[config.mk]
export PLATFORM = sky130hd
export DESIGN_NAME = timer0_prescaler_and_flags
export DESIGN_NICKNAME = d
export VERILOG_FILES = /design/src/timer0_pkg.sv /design/src/timer0_prescaler_and_flags.sv
export SDC_FILE = /design/constraint.sdc
export NUM_CORES = 1
export LEC_CHECK = 0
export ABC_AREA = 1
export ABC_CLOCK_PERIOD_IN_PS = 3000
export BUFFER_PORTS_ARGS = -buffer_cell sky130_fd_sc_hd__buf_2
export CORE_ASPECT_RATIO = 0.9
export CORE_MARGIN = 10
export CORE_UTILIZATION = 40
export DETAILED_ROUTE_END_ITERATION = 8
export SYNTH_ARGS = -nofsm -noshare
export SYNTH_HDL_FRONTEND = slang
export SYNTH_SLANG_ARGS = --single-unit
[constraint.sdc]
create_clock -name sys_clk -period 3 [get_ports sys_clk]
set_clock_uncertainty 0.2 [all_clocks]
set_input_delay 0.15 -clock sys_clk [delete_from_list [all_inputs] [get_ports sys_clk]]
set_output_delay 0.15 -clock sys_clk [all_outputs]
set_load 0.02 [all_outputs]
[src/timer0_pkg.sv]
// Shared constants and types for the timer 0 block and its clock front end
package timer0_pkg;

    // =====================================================================
    // Register map (byte addresses on the plain register port)
    localparam logic [2:0] ADDR_COUNT    = 3'h0;
    localparam logic [2:0] ADDR_COMPARE  = 3'h1;
    localparam logic [2:0] ADDR_MASK     = 3'h2;
    localparam logic [2:0] ADDR_FLAGS    = 3'h3;
    localparam logic [2:0] ADDR_SPECIAL  = 3'h4;
    localparam logic [2:0] ADDR_CONTROL0 = 3'h5;
    localparam logic [2:0] ADDR_CONTROL1 = 3'h6;

    // =====================================================================
    // Field positions
    localparam int OVF0_BIT      = 0;  // Mask and flag bit of overflow
    localparam int CMP0_BIT      = 1;  // Mask and flag bit of compare
    localparam int PRESC_RST_BIT = 0;  // Shared prescaler reset bit
    localparam int CS_LSB        = 0;  // Clock select field [2:0]
    localparam int MODE_LSB      = 3;  // Wave mode field [4:3]
    localparam int PIN_EN_BIT    = 5;  // Compare pin connect bit

    // =====================================================================
    // Reset values
    localparam logic [7:0] COUNT_RESET   = 8'h00;
    localparam logic [7:0] COMPARE_RESET = 8'h00;
    localparam logic [7:0] MASK_RESET    = 8'h00;
    localparam logic [1:0] FLAGS_RESET   = 2'h0;
    localparam logic [6:0] SPECIAL_RESET = 7'h00;
    localparam logic [5:0] CONTROL_RESET = 6'h00;
    localparam logic [2:0] CS1_RESET     = 3'h0;
    localparam logic [9:0] PRESC_RESET   = 10'h000;

    // =====================================================================
    // Counter limits and clock select codes
    localparam logic [7:0] COUNT_MAX    = 8'hFF;
    localparam logic [7:0] COUNT_BOTTOM = 8'h00;
    localparam logic [2:0] CS_STOP      = 3'h0;
    localparam logic [2:0] CS_DIRECT    = 3'h1;
    localparam logic [2:0] CS_DIV8      = 3'h2;
    localparam logic [2:0] CS_DIV64     = 3'h3;
    localparam logic [2:0] CS_DIV256    = 3'h4;
    localparam logic [2:0] CS_DIV1024   = 3'h5;
    localparam logic [2:0] CS_EXT_FALL  = 3'h6;
    localparam logic [2:0] CS_EXT_RISE  = 3'h7;

    // Waveform modes
    typedef enum logic [1:0] {
        MODE_NORMAL = 2'b00,
        MODE_PHASE  = 2'b01,
        MODE_CTC    = 2'b10,
        MODE_FAST   = 2'b11
    } wave_mode_t;

endpackage

[src/timer0_prescaler_and_flags.sv]
// Timer 0 counter, compare, flags, shared prescaler and count pin front end
`timescale 1ns/1ps

module timer0_prescaler_and_flags
    import timer0_pkg::*;
(
    // Clock and reset
    input  wire logic       sys_clk,
    input  wire logic       reset,
    // Register port
    input  wire logic [2:0] reg_addr,
    input  wire logic [7:0] reg_wdata,
    input  wire logic       reg_write,
    input  wire logic       reg_read,
    output logic      [7:0] reg_rdata,
    // Core interrupt side
    input  wire logic       global_irq_enable,
    input  wire logic       compare0_vector_ack,
    input  wire logic       overflow0_vector_ack,
    output logic            compare0_irq_req,
    output logic            overflow0_irq_req,
    // External count pins
    input  wire logic       ext_count_pin_a,
    input  wire logic       ext_count_pin_b,
    // Timer outputs
    output logic            compare0_wave_pin,
    output logic            timer_a_tick,
    output logic            timer_b_tick
);

    // =====================================================================
    // State
    typedef struct packed {
        logic [7:0] count;
        logic [7:0] compare;
        logic [7:0] mask;
        logic [1:0] flags;
        logic [6:0] special;
        logic [5:0] control0;
        logic [2:0] cs1;
        logic [9:0] presc;
        logic       count_down;
        logic       block_match;
        logic [2:0] sync_a;
        logic [2:0] sync_b;
        logic [7:0] rdata;
        logic       cmp_req;
        logic       ovf_req;
        logic       wave;
        logic       tick_a;
        logic       tick_b;
    } state_t;

    state_t state;
    state_t next_state;

    // =====================================================================
    // Tick selection, shared by both timers
    function automatic logic select_tick(
        input logic [2:0] cs,
        input logic [9:0] presc,
        input logic       rise,
        input logic       fall
    );
        logic t;
        t = 1'b0;
        case (cs)
            CS_STOP:     t = 1'b0;
            CS_DIRECT:   t = 1'b1;
            CS_DIV8:     t = &presc[2:0];
            CS_DIV64:    t = &presc[5:0];
            CS_DIV256:   t = &presc[7:0];
            CS_DIV1024:  t = &presc[9:0];
            CS_EXT_FALL: t = fall;
            CS_EXT_RISE: t = rise;
            default:     t = 1'b0;
        endcase
        return t;
    endfunction

    // =====================================================================
    // Combinational decode
    logic       wr_count;
    logic       wr_compare;
    logic       wr_mask;
    logic       wr_flags;
    logic       wr_special;
    logic       wr_control0;
    logic       wr_control1;
    logic       rise_a;
    logic       fall_a;
    logic       rise_b;
    logic       fall_b;
    logic       tick;
    logic       match;
    logic       overflow;
    logic       clear_on_match;
    logic [7:0] count_step;
    logic       dir_step;
    logic [1:0] flag_set;
    logic [1:0] flag_clr;
    wave_mode_t mode;

    // Write decodes
    assign wr_count    = reg_write && (reg_addr == ADDR_COUNT);
    assign wr_compare  = reg_write && (reg_addr == ADDR_COMPARE);
    assign wr_mask     = reg_write && (reg_addr == ADDR_MASK);
    assign wr_flags    = reg_write && (reg_addr == ADDR_FLAGS);
    assign wr_special  = reg_write && (reg_addr == ADDR_SPECIAL);
    assign wr_control0 = reg_write && (reg_addr == ADDR_CONTROL0);
    assign wr_control1 = reg_write && (reg_addr == ADDR_CONTROL1);

    // Edge detectors read only the second and third stages
    assign rise_a = state.sync_a[1] && !state.sync_a[2];
    assign fall_a = !state.sync_a[1] && state.sync_a[2];
    assign rise_b = state.sync_b[1] && !state.sync_b[2];
    assign fall_b = !state.sync_b[1] && state.sync_b[2];

    assign mode = wave_mode_t'(state.control0[MODE_LSB +: 2]);
    assign tick = select_tick(state.control0[CS_LSB +: 3], state.presc, rise_a, fall_a);

    // Compare is checked on every tick unless a count write blocked it
    assign match = tick && !state.block_match
                   && (state.count == state.compare);

    assign clear_on_match = match && (mode == MODE_CTC);

    // Next count and direction for the active mode
    always_comb begin
        count_step = state.count + 8'h01;
        dir_step   = state.count_down;
        overflow   = 1'b0;
        case (mode)
            MODE_PHASE: begin
                if (state.count_down) begin
                    if (state.count == COUNT_BOTTOM) begin
                        // Turn at bottom raises the overflow flag
                        dir_step   = 1'b0;
                        count_step = state.count + 8'h01;
                        overflow   = 1'b1;
                    end else begin
                        count_step = state.count - 8'h01;
                    end
                end else if (state.count == COUNT_MAX) begin
                    dir_step   = 1'b1;
                    count_step = state.count - 8'h01;
                end
            end
            MODE_CTC: begin
                overflow = (state.count == COUNT_MAX);
                if (clear_on_match) begin
                    count_step = COUNT_BOTTOM;
                end
            end
            MODE_NORMAL,
            MODE_FAST: begin
                overflow = (state.count == COUNT_MAX);
                dir_step = 1'b0;
            end
            default: begin
                overflow = 1'b0;
            end
        endcase
    end

    // Flag sources; hardware set always beats a clear
    assign flag_set[CMP0_BIT] = match;
    assign flag_set[OVF0_BIT] = tick && overflow;
    assign flag_clr[CMP0_BIT] = compare0_vector_ack
                                || (wr_flags && reg_wdata[CMP0_BIT]);
    assign flag_clr[OVF0_BIT] = overflow0_vector_ack
                                || (wr_flags && reg_wdata[OVF0_BIT]);

    // =====================================================================
    // Next state
    always_comb begin
        next_state = state;

        // Count pin samplers, one stage per rising clock edge
        // Three stages give the pin-edge-to-count latency of about three cycles
        next_state.sync_a = {state.sync_a[1:0], ext_count_pin_a};
        next_state.sync_b = {state.sync_b[1:0], ext_count_pin_b};

        // Free running prescaler; its reset restarts both timers' taps
        if (wr_special && reg_wdata[PRESC_RST_BIT]) begin
            next_state.presc = PRESC_RESET;
        end else begin
            next_state.presc = state.presc + 10'h001;
        end

        // Counter advance, then a core write overrides it
        if (tick) begin
            next_state.count       = count_step;
            next_state.count_down  = dir_step;
            next_state.block_match = 1'b0;
        end
        if (wr_count) begin
            next_state.count       = reg_wdata;
            next_state.block_match = 1'b1;
        end

        // Plain register writes
        if (wr_compare) begin
            next_state.compare = reg_wdata;
        end
        if (wr_mask) begin
            next_state.mask = reg_wdata;
        end
        if (wr_special) begin
            next_state.special = reg_wdata[7:1];
        end
        if (wr_control0) begin
            next_state.control0 = reg_wdata[5:0];
        end
        if (wr_control1) begin
            next_state.cs1 = reg_wdata[2:0];
        end

        // Sticky flags
        next_state.flags = (state.flags & ~flag_clr) | flag_set;

        // Requests follow the flag, mask and global enable
        next_state.cmp_req = next_state.flags[CMP0_BIT] && state.mask[CMP0_BIT]
                             && global_irq_enable;
        next_state.ovf_req = next_state.flags[OVF0_BIT] && state.mask[OVF0_BIT]
                             && global_irq_enable;

        // Compare driven wave pin, held low while disconnected
        if (!state.control0[PIN_EN_BIT]) begin
            next_state.wave = 1'b0;
        end else if (match) begin
            case (mode)
                MODE_FAST:  next_state.wave = 1'b0;
                MODE_PHASE: next_state.wave = state.count_down;
                default:    next_state.wave = !state.wave;
            endcase
        end else if (tick && (mode == MODE_FAST) && (state.count == COUNT_MAX)) begin
            next_state.wave = 1'b1;
        end

        // Tick strobes for observers and the second timer
        next_state.tick_a = tick;
        next_state.tick_b = select_tick(state.cs1, state.presc, rise_b, fall_b);

        // Read data stands in the cycle after the strobe only
        next_state.rdata = 8'h00;
        if (reg_read) begin
            case (reg_addr)
                ADDR_COUNT:    next_state.rdata = state.count;
                ADDR_COMPARE:  next_state.rdata = state.compare;
                ADDR_MASK:     next_state.rdata = state.mask;
                ADDR_FLAGS:    next_state.rdata = {6'h00, state.flags};
                ADDR_SPECIAL:  next_state.rdata = {state.special, 1'b0};
                ADDR_CONTROL0: next_state.rdata = {2'h0, state.control0};
                ADDR_CONTROL1: next_state.rdata = {5'h00, state.cs1};
                default:       next_state.rdata = 8'h00;
            endcase
        end
    end

    // =====================================================================
    // State register
    always_ff @(posedge sys_clk or posedge reset) begin
        if (reset) begin
            state.count       <= COUNT_RESET;
            state.compare     <= COMPARE_RESET;
            state.mask        <= MASK_RESET;
            state.flags       <= FLAGS_RESET;
            state.special     <= SPECIAL_RESET;
            state.control0    <= CONTROL_RESET;
            state.cs1         <= CS1_RESET;
            state.presc       <= PRESC_RESET;
            state.count_down  <= 1'b0;
            state.block_match <= 1'b0;
            state.sync_a      <= 3'h0;
            state.sync_b      <= 3'h0;
            state.rdata       <= 8'h00;
            state.cmp_req     <= 1'b0;
            state.ovf_req     <= 1'b0;
            state.wave        <= 1'b0;
            state.tick_a      <= 1'b0;
            state.tick_b      <= 1'b0;
        end else begin
            state <= next_state;
        end
    end

    // =====================================================================
    // Outputs, all straight from flip-flops
    assign reg_rdata         = state.rdata;
    assign compare0_irq_req  = state.cmp_req;
    assign overflow0_irq_req = state.ovf_req;
    assign compare0_wave_pin = state.wave;
    assign timer_a_tick      = state.tick_a;
    assign timer_b_tick      = state.tick_b;

endmodule

# After elaboration in Yosys (flattened, before gate mapping)
# Index checks and enable logic that the tools add are counted.
op_classes:
  addsub: 3
  n_eq_ne: 26
  muxes: 25
  bitwise_logic: 3
  n_reduce_logical: 46
ops:
  columns: ["operator", "count"]
  rows:
  - ["$mux W8", 7]
  - ["$pmux W8 S7", 1]
  - ["$eq A3 B3 Y1 const B", 11]
  - ["$logic_and A1 B1 Y1", 24]
  - ["$eq A3 B2 Y1 const B", 6]
  - ["$pmux W1 S8", 2]
  - ["$pmux W8 S2", 1]
  - ["$add A10 B1 Y10 const B", 1]
  - ["$mux W1", 10]
  - ["$mux W10", 1]
  - ["$reduce_and A10 Y1", 1]
  - ["$eq A3 B1 Y1 const B", 3]
  - ["$logic_not A3 Y1", 3]
  - ["$add A8 B1 Y8 const B", 1]
  - ["$eq A8 B8 Y1", 1]
  - ["$eq A8 B8 Y1 const B", 1]
  - ["$logic_not A8 Y1", 1]
  - ["$reduce_and A8 Y1", 1]
  - ["$sub A8 B1 Y8 const B", 1]
  - ["$logic_not A1 Y1", 6]
  - ["$pmux W1 S2", 3]
  - ["$reduce_and A6 Y1", 1]
  - ["$eq A2 B2 Y1 const B", 2]
  - ["$reduce_bool A2 Y1", 2]
  - ["other kinds (11)", 12]
word_totals:
  ff_bits: 73
  in_bits: 20
  out_inout_bits: 13
  elab_cells: 121

# Logic depth before layout (Yosys ltp)
depth:
  word_depth: 10
  mapped_depth: 14
  ltp_nobuf: 14

# Worst setup path after synthesis
# No wires, ideal clock.
synth_timing:
  path_type: "register -> register"
  startpoint: "register state[65] in the netlist's numbering"
  endpoint: "register state[70] in the netlist's numbering"
  setup_ns: 0.116
  t_arrival_ns: 1.525
  t_required_ns: 2.684
  path_slack_ns: 1.159
  path_stages_with_launch: 14
  n_path_buf: 0
  synth_period_minus_slack_ns: 1.841
  cell_sequence: "dfrtp_1 inv_1 ha_1 nand2_1 nor3_1 nand2_1 nand2_2 inv_2 nand2_2 nand2_1 a21oi_1 nand2_1 nand2_1 nand2_1"
synth_via:
  elab_chain_cells: 7
  elab_cells_between_ends: 14
  cone_classes: "2 x add/sub; 2 x eq/ne; 7 x mux; 3 x reduce/logical"
synth_rtl:
  columns: ["element", "line_no", "source"]
  rows:
  - ["from (decl)", "timer0_prescaler_and_flags.sv:54", "state_t state;"]
  - ["from (signal assigned)", "timer0_prescaler_and_flags.sv:284", "state <= next_state;"]
  - ["parallel branches: the longest is 4 deep, another holds $add A8 B1 Y8", null, null]
  - ["$pmux W8 S2 (*)", "timer0_prescaler_and_flags.sv:133", "case (mode)"]
  - ["$mux W8 (*)", "timer0_prescaler_and_flags.sv:192", "if (tick) begin"]
  - ["$mux W8 (*)", "timer0_prescaler_and_flags.sv:197", "if (wr_count) begin"]
# Every way passes the cells marked *. The select of a mux whose other input is x is not followed.
# A chain may end at the register's enable or synchronous reset.

==> run_results.csv <==
group,metric,value,unit
detailed_routing,firstDrtPassIters,6,
sta,rsz0062_at_grt,"no",
global_routing,grt_pass1_wl,18790,µm
cts,cts_root_buffer,"clkbuf_16",
outcome,run_status,"finished, final reports clean",
detailed_routing,drtIter0Drc,288,
die,core_area,9827,µm²
sta,period_share,0.8219,
sta,fmax,405.6,MHz
die,dieArea,14680,µm²
power_and_ir_drop,p_leak,2.359,nW
setup_path,cp-start-kind,"flip-flop",
detailed_routing,antenna_left,0,
die,die_h,115.9,µm
placed_design,hpwl,8606,µm
die,io_pins,33,
setup_path,critPathMaxFanout,6,
setup_path,rr_worst_depth,14,
setup_path,worstPathRequired,3020,ps
cells_and_area,finalNonFillerCells,675,
synthesis,ys.warnings.count,0,
cells_and_area,syn_to_final_growth,15.75,%
detailed_routing,route.detailed.drc,0,
setup_path,reg2reg_from,"state[21]$_DFF_PP0_",
global_routing,antenna_found_initial,0,
die,rows,34,
setup_path,arrival,2490,ps
detailed_routing,vias_per_cell,5.161,
global_routing,grt_max_degree,40,
synthesis,avgSynthCellArea,8.052,µm²
setup_path,crit_cells,14,
die,initial_utilization,0.4162,
global_routing,gr-total-overflow,0,
setup_path,endpoint_kind,"flip-flop",
sta,post-route-min-period,2466,ps
setup_path,crit_slowest_cell,"dlygate4sd3_1",
synthesis,netlist_instances,508,
setup_path,crit_family,"simple AND/OR/NAND/NOR gates",
sta,setup_tns,0,ps
cts,postCtsSetupRepairBufs,0,
sta,hold_slack,6.329,ps
sta,setup_viol,0,
sta,layout_setup_ws,534.4,ps
detailed_routing,vias,3484,
setup_path,reg2reg_slack,530,ps
cells_and_area,diodes,0,
cts,clk_latency,350,ps
setup_path,timing.rr.end,"overflow0_irq_req$_DFF_PP0_",
power_and_ir_drop,power.density,797.2,nW/µm²
global_routing,grt.total_usage,0.1613,
placed_design,dp_cells,647,
power_and_ir_drop,totalPowerFinal,3.775,mW
placed_design,gp_congestion,1.013,
detailed_routing,wirelength,11300,µm
cts,cts_tree,"built",
cts,clkTransAtPathRegs,60,ps
synthesis,async_reset_ff_frac,1.000,
cts,cts_buffers,9,
setup_path,path_class,"flip-flop to flip-flop",
detailed_routing,post_drt_wl_per_cell,16.74,µm
cts,clock_path_buffers,2,
setup_path,cp_cell_sequence,"ha_1 -> nand2_1 -> nor2_4 -> nand2_2 -> nor2_1 -> nor2_1 -> nand2_4 -> nand2_8 -> inv_2 -> nand2_1 -> nand2_2 -> nand2_1 -> nor2_1 -> dlygate4sd3_1",
sta,slew_viol_final,0,
synthesis,syn-num-nets,537,
sta,slew-limit-headroom,0.4848,
synthesis,synth_cell_types,43,
cts,cts_hold_buf,12,
job,cap_violations,0,
setup_path,critPathCapture,"overflow0_irq_req$_DFF_PP0_",
setup_path,cp_slowest_stage_delay,540,ps
global_routing,grt_pass1_vias,3437,
synthesis,ys_seq_area_frac,0.4466,
synthesis,synthesis.area,4090,µm²
setup_path,setup.worst_path.start,"state[21]$_DFF_PP0_",
cells_and_area,final_nets,573,
cts,clock_sinks,73,
synthesis,synth_edf_count,0,
power_and_ir_drop,peakVddDrop,0.3645,mV
die,die_w,126.6,µm
sta,worst_pin_slew,771.7,ps
cts,htree_levels,3,
placed_design,io_buffers,32,
synthesis,ys.flop_type,"dfrtp_1",
cts,post_cts_resized,0,
placed_design,pre_cts_ws,802.2,ps
setup_path,cp.buffers_inverters,2,
synthesis,synth-seq-cells,73,
cells_and_area,drive_above_1_share,0.1658,
sta,finalHoldViolCount,0,
worst_hold_path,hold_path_class,"primary input to flip-flop",
flip-flops by register name, summed over array words and instances, names as in the netlist:
name               flops
mode                   2
overflow0_irq_req      1
timer_b_tick           1
timer_a_tick           1
reg_rdata              8
next_state             4
compare0_wave_pin      1
state                 54
compare0_irq_req       1
worst min path at each step:
stage,startpoint,endpoint,slack [ps],depth (start not counted)
after floorplan,ext_count_pin_b,next_state[14]$_DFF_PP0_,-20,0
after global placement,ext_count_pin_a,next_state[17]$_DFF_PP0_,60,1
after detailed placement,ext_count_pin_b,next_state[14]$_DFF_PP0_,60,1
after CTS,reg_read,reg_rdata[7]$_DFF_PP0_,3,3
after global routing,reg_read,reg_rdata[1]$_DFF_PP0_,30,3
final,reg_read,reg_rdata[7]$_DFF_PP0_,6,3
worst min-delay path, stage by stage:
cell    delay (ps)
buf_2           80
inv_1          140
nor2_1         130
cell families after synthesis:
kind of cell | after synthesis | share of synthesized area
AND/OR/NAND/NOR | 227 | 0.2619
adder cells (fa/ha/maj) | 9 | 0.02753
flip-flops | 73 | 0.4466
AO/OA/AOI/OAI | 94 | 0.1309
buffers and inverters | 89 | 0.09881
XOR/XNOR | 16 | 0.03426
where the power goes:
group / internal, mW / switching (mW) / leakage [nW]
combinational: 0.413 / 0.741 / 1.27
clock: 0.749 / 0.426 / 0.159
sequential: 1.20 / 0.249 / 0.933
area by class of cell:
| class | count | area, µm² |
|---|---|---|
| clock inverter | 5 | 78.83 |
| clock buffer | 11 | 242.7 |
| fill | 980 | 5092 |
| multi-input combinational | 346 | 1859 |
| tap | 126 | 157.7 |
| inverter | 69 | 269.0 |
| sequential | 73 | 1827 |
| timing repair buffer | 45 | 300.3 |
per-layer routing:
layer / routed length [µm] / global-route usage / vias up / share of wire
met5: 0 / 0 / - / 0
met1: 5474 / 0.2303 / 1632 / 0.48
met4: 161 / 0.05080 / 0 / 0.014
met3: 982 / 0.04795 / 16 / 0.087
li1: - / - / 1698 / -
met2: 4681 / 0.2270 / 138 / 0.41
Yosys cell counts (all sizes together), types with 2 or more instances:
cell type / n / share of area
nand2: 143 / 0.15
dfrtp: 73 / 0.45
inv: 69 / 0.066
o21ai: 54 / 0.066
nor2: 45 / 0.056
nand3: 29 / 0.043
buf: 15 / 0.028
a21oi: 13 / 0.017
xor2: 11 / 0.024
ha: 9 / 0.028
nor3: 7 / 0.0098
o22ai: 7 / 0.011
a31oi: 5 / 0.0076
clkbuf: 5 / 0.0049
xnor2: 5 / 0.011
a221oi: 4 / 0.0086
a211oi: 3 / 0.0055
nand4: 2 / 0.0031
o31ai: 2 / 0.0037
layout by cell type (no fill, tap or decap), types with 12 or more instances in the layout:
cell / netlist / routed
buf_2: 2 / 32
inv_2: 11 / 12
nand2_1: 130 / 130
o21ai_0: 43 / 43
inv_1: 55 / 54
dlygate4sd3_1: 0 / 12
nor2_1: 36 / 36
dfrtp_1: 73 / 73
a21oi_1: 12 / 12
nand3_1: 26 / 26
through the flow:
step                      cell area, µm²    util
after floorplan                     4090       -
after global placement              4293  0.4368
after detailed placement            4293  0.4368
after CTS                           4735  0.4818
after global routing                4735  0.4818
final                               4735  0.4818
(Power assumes the default switching activity.)
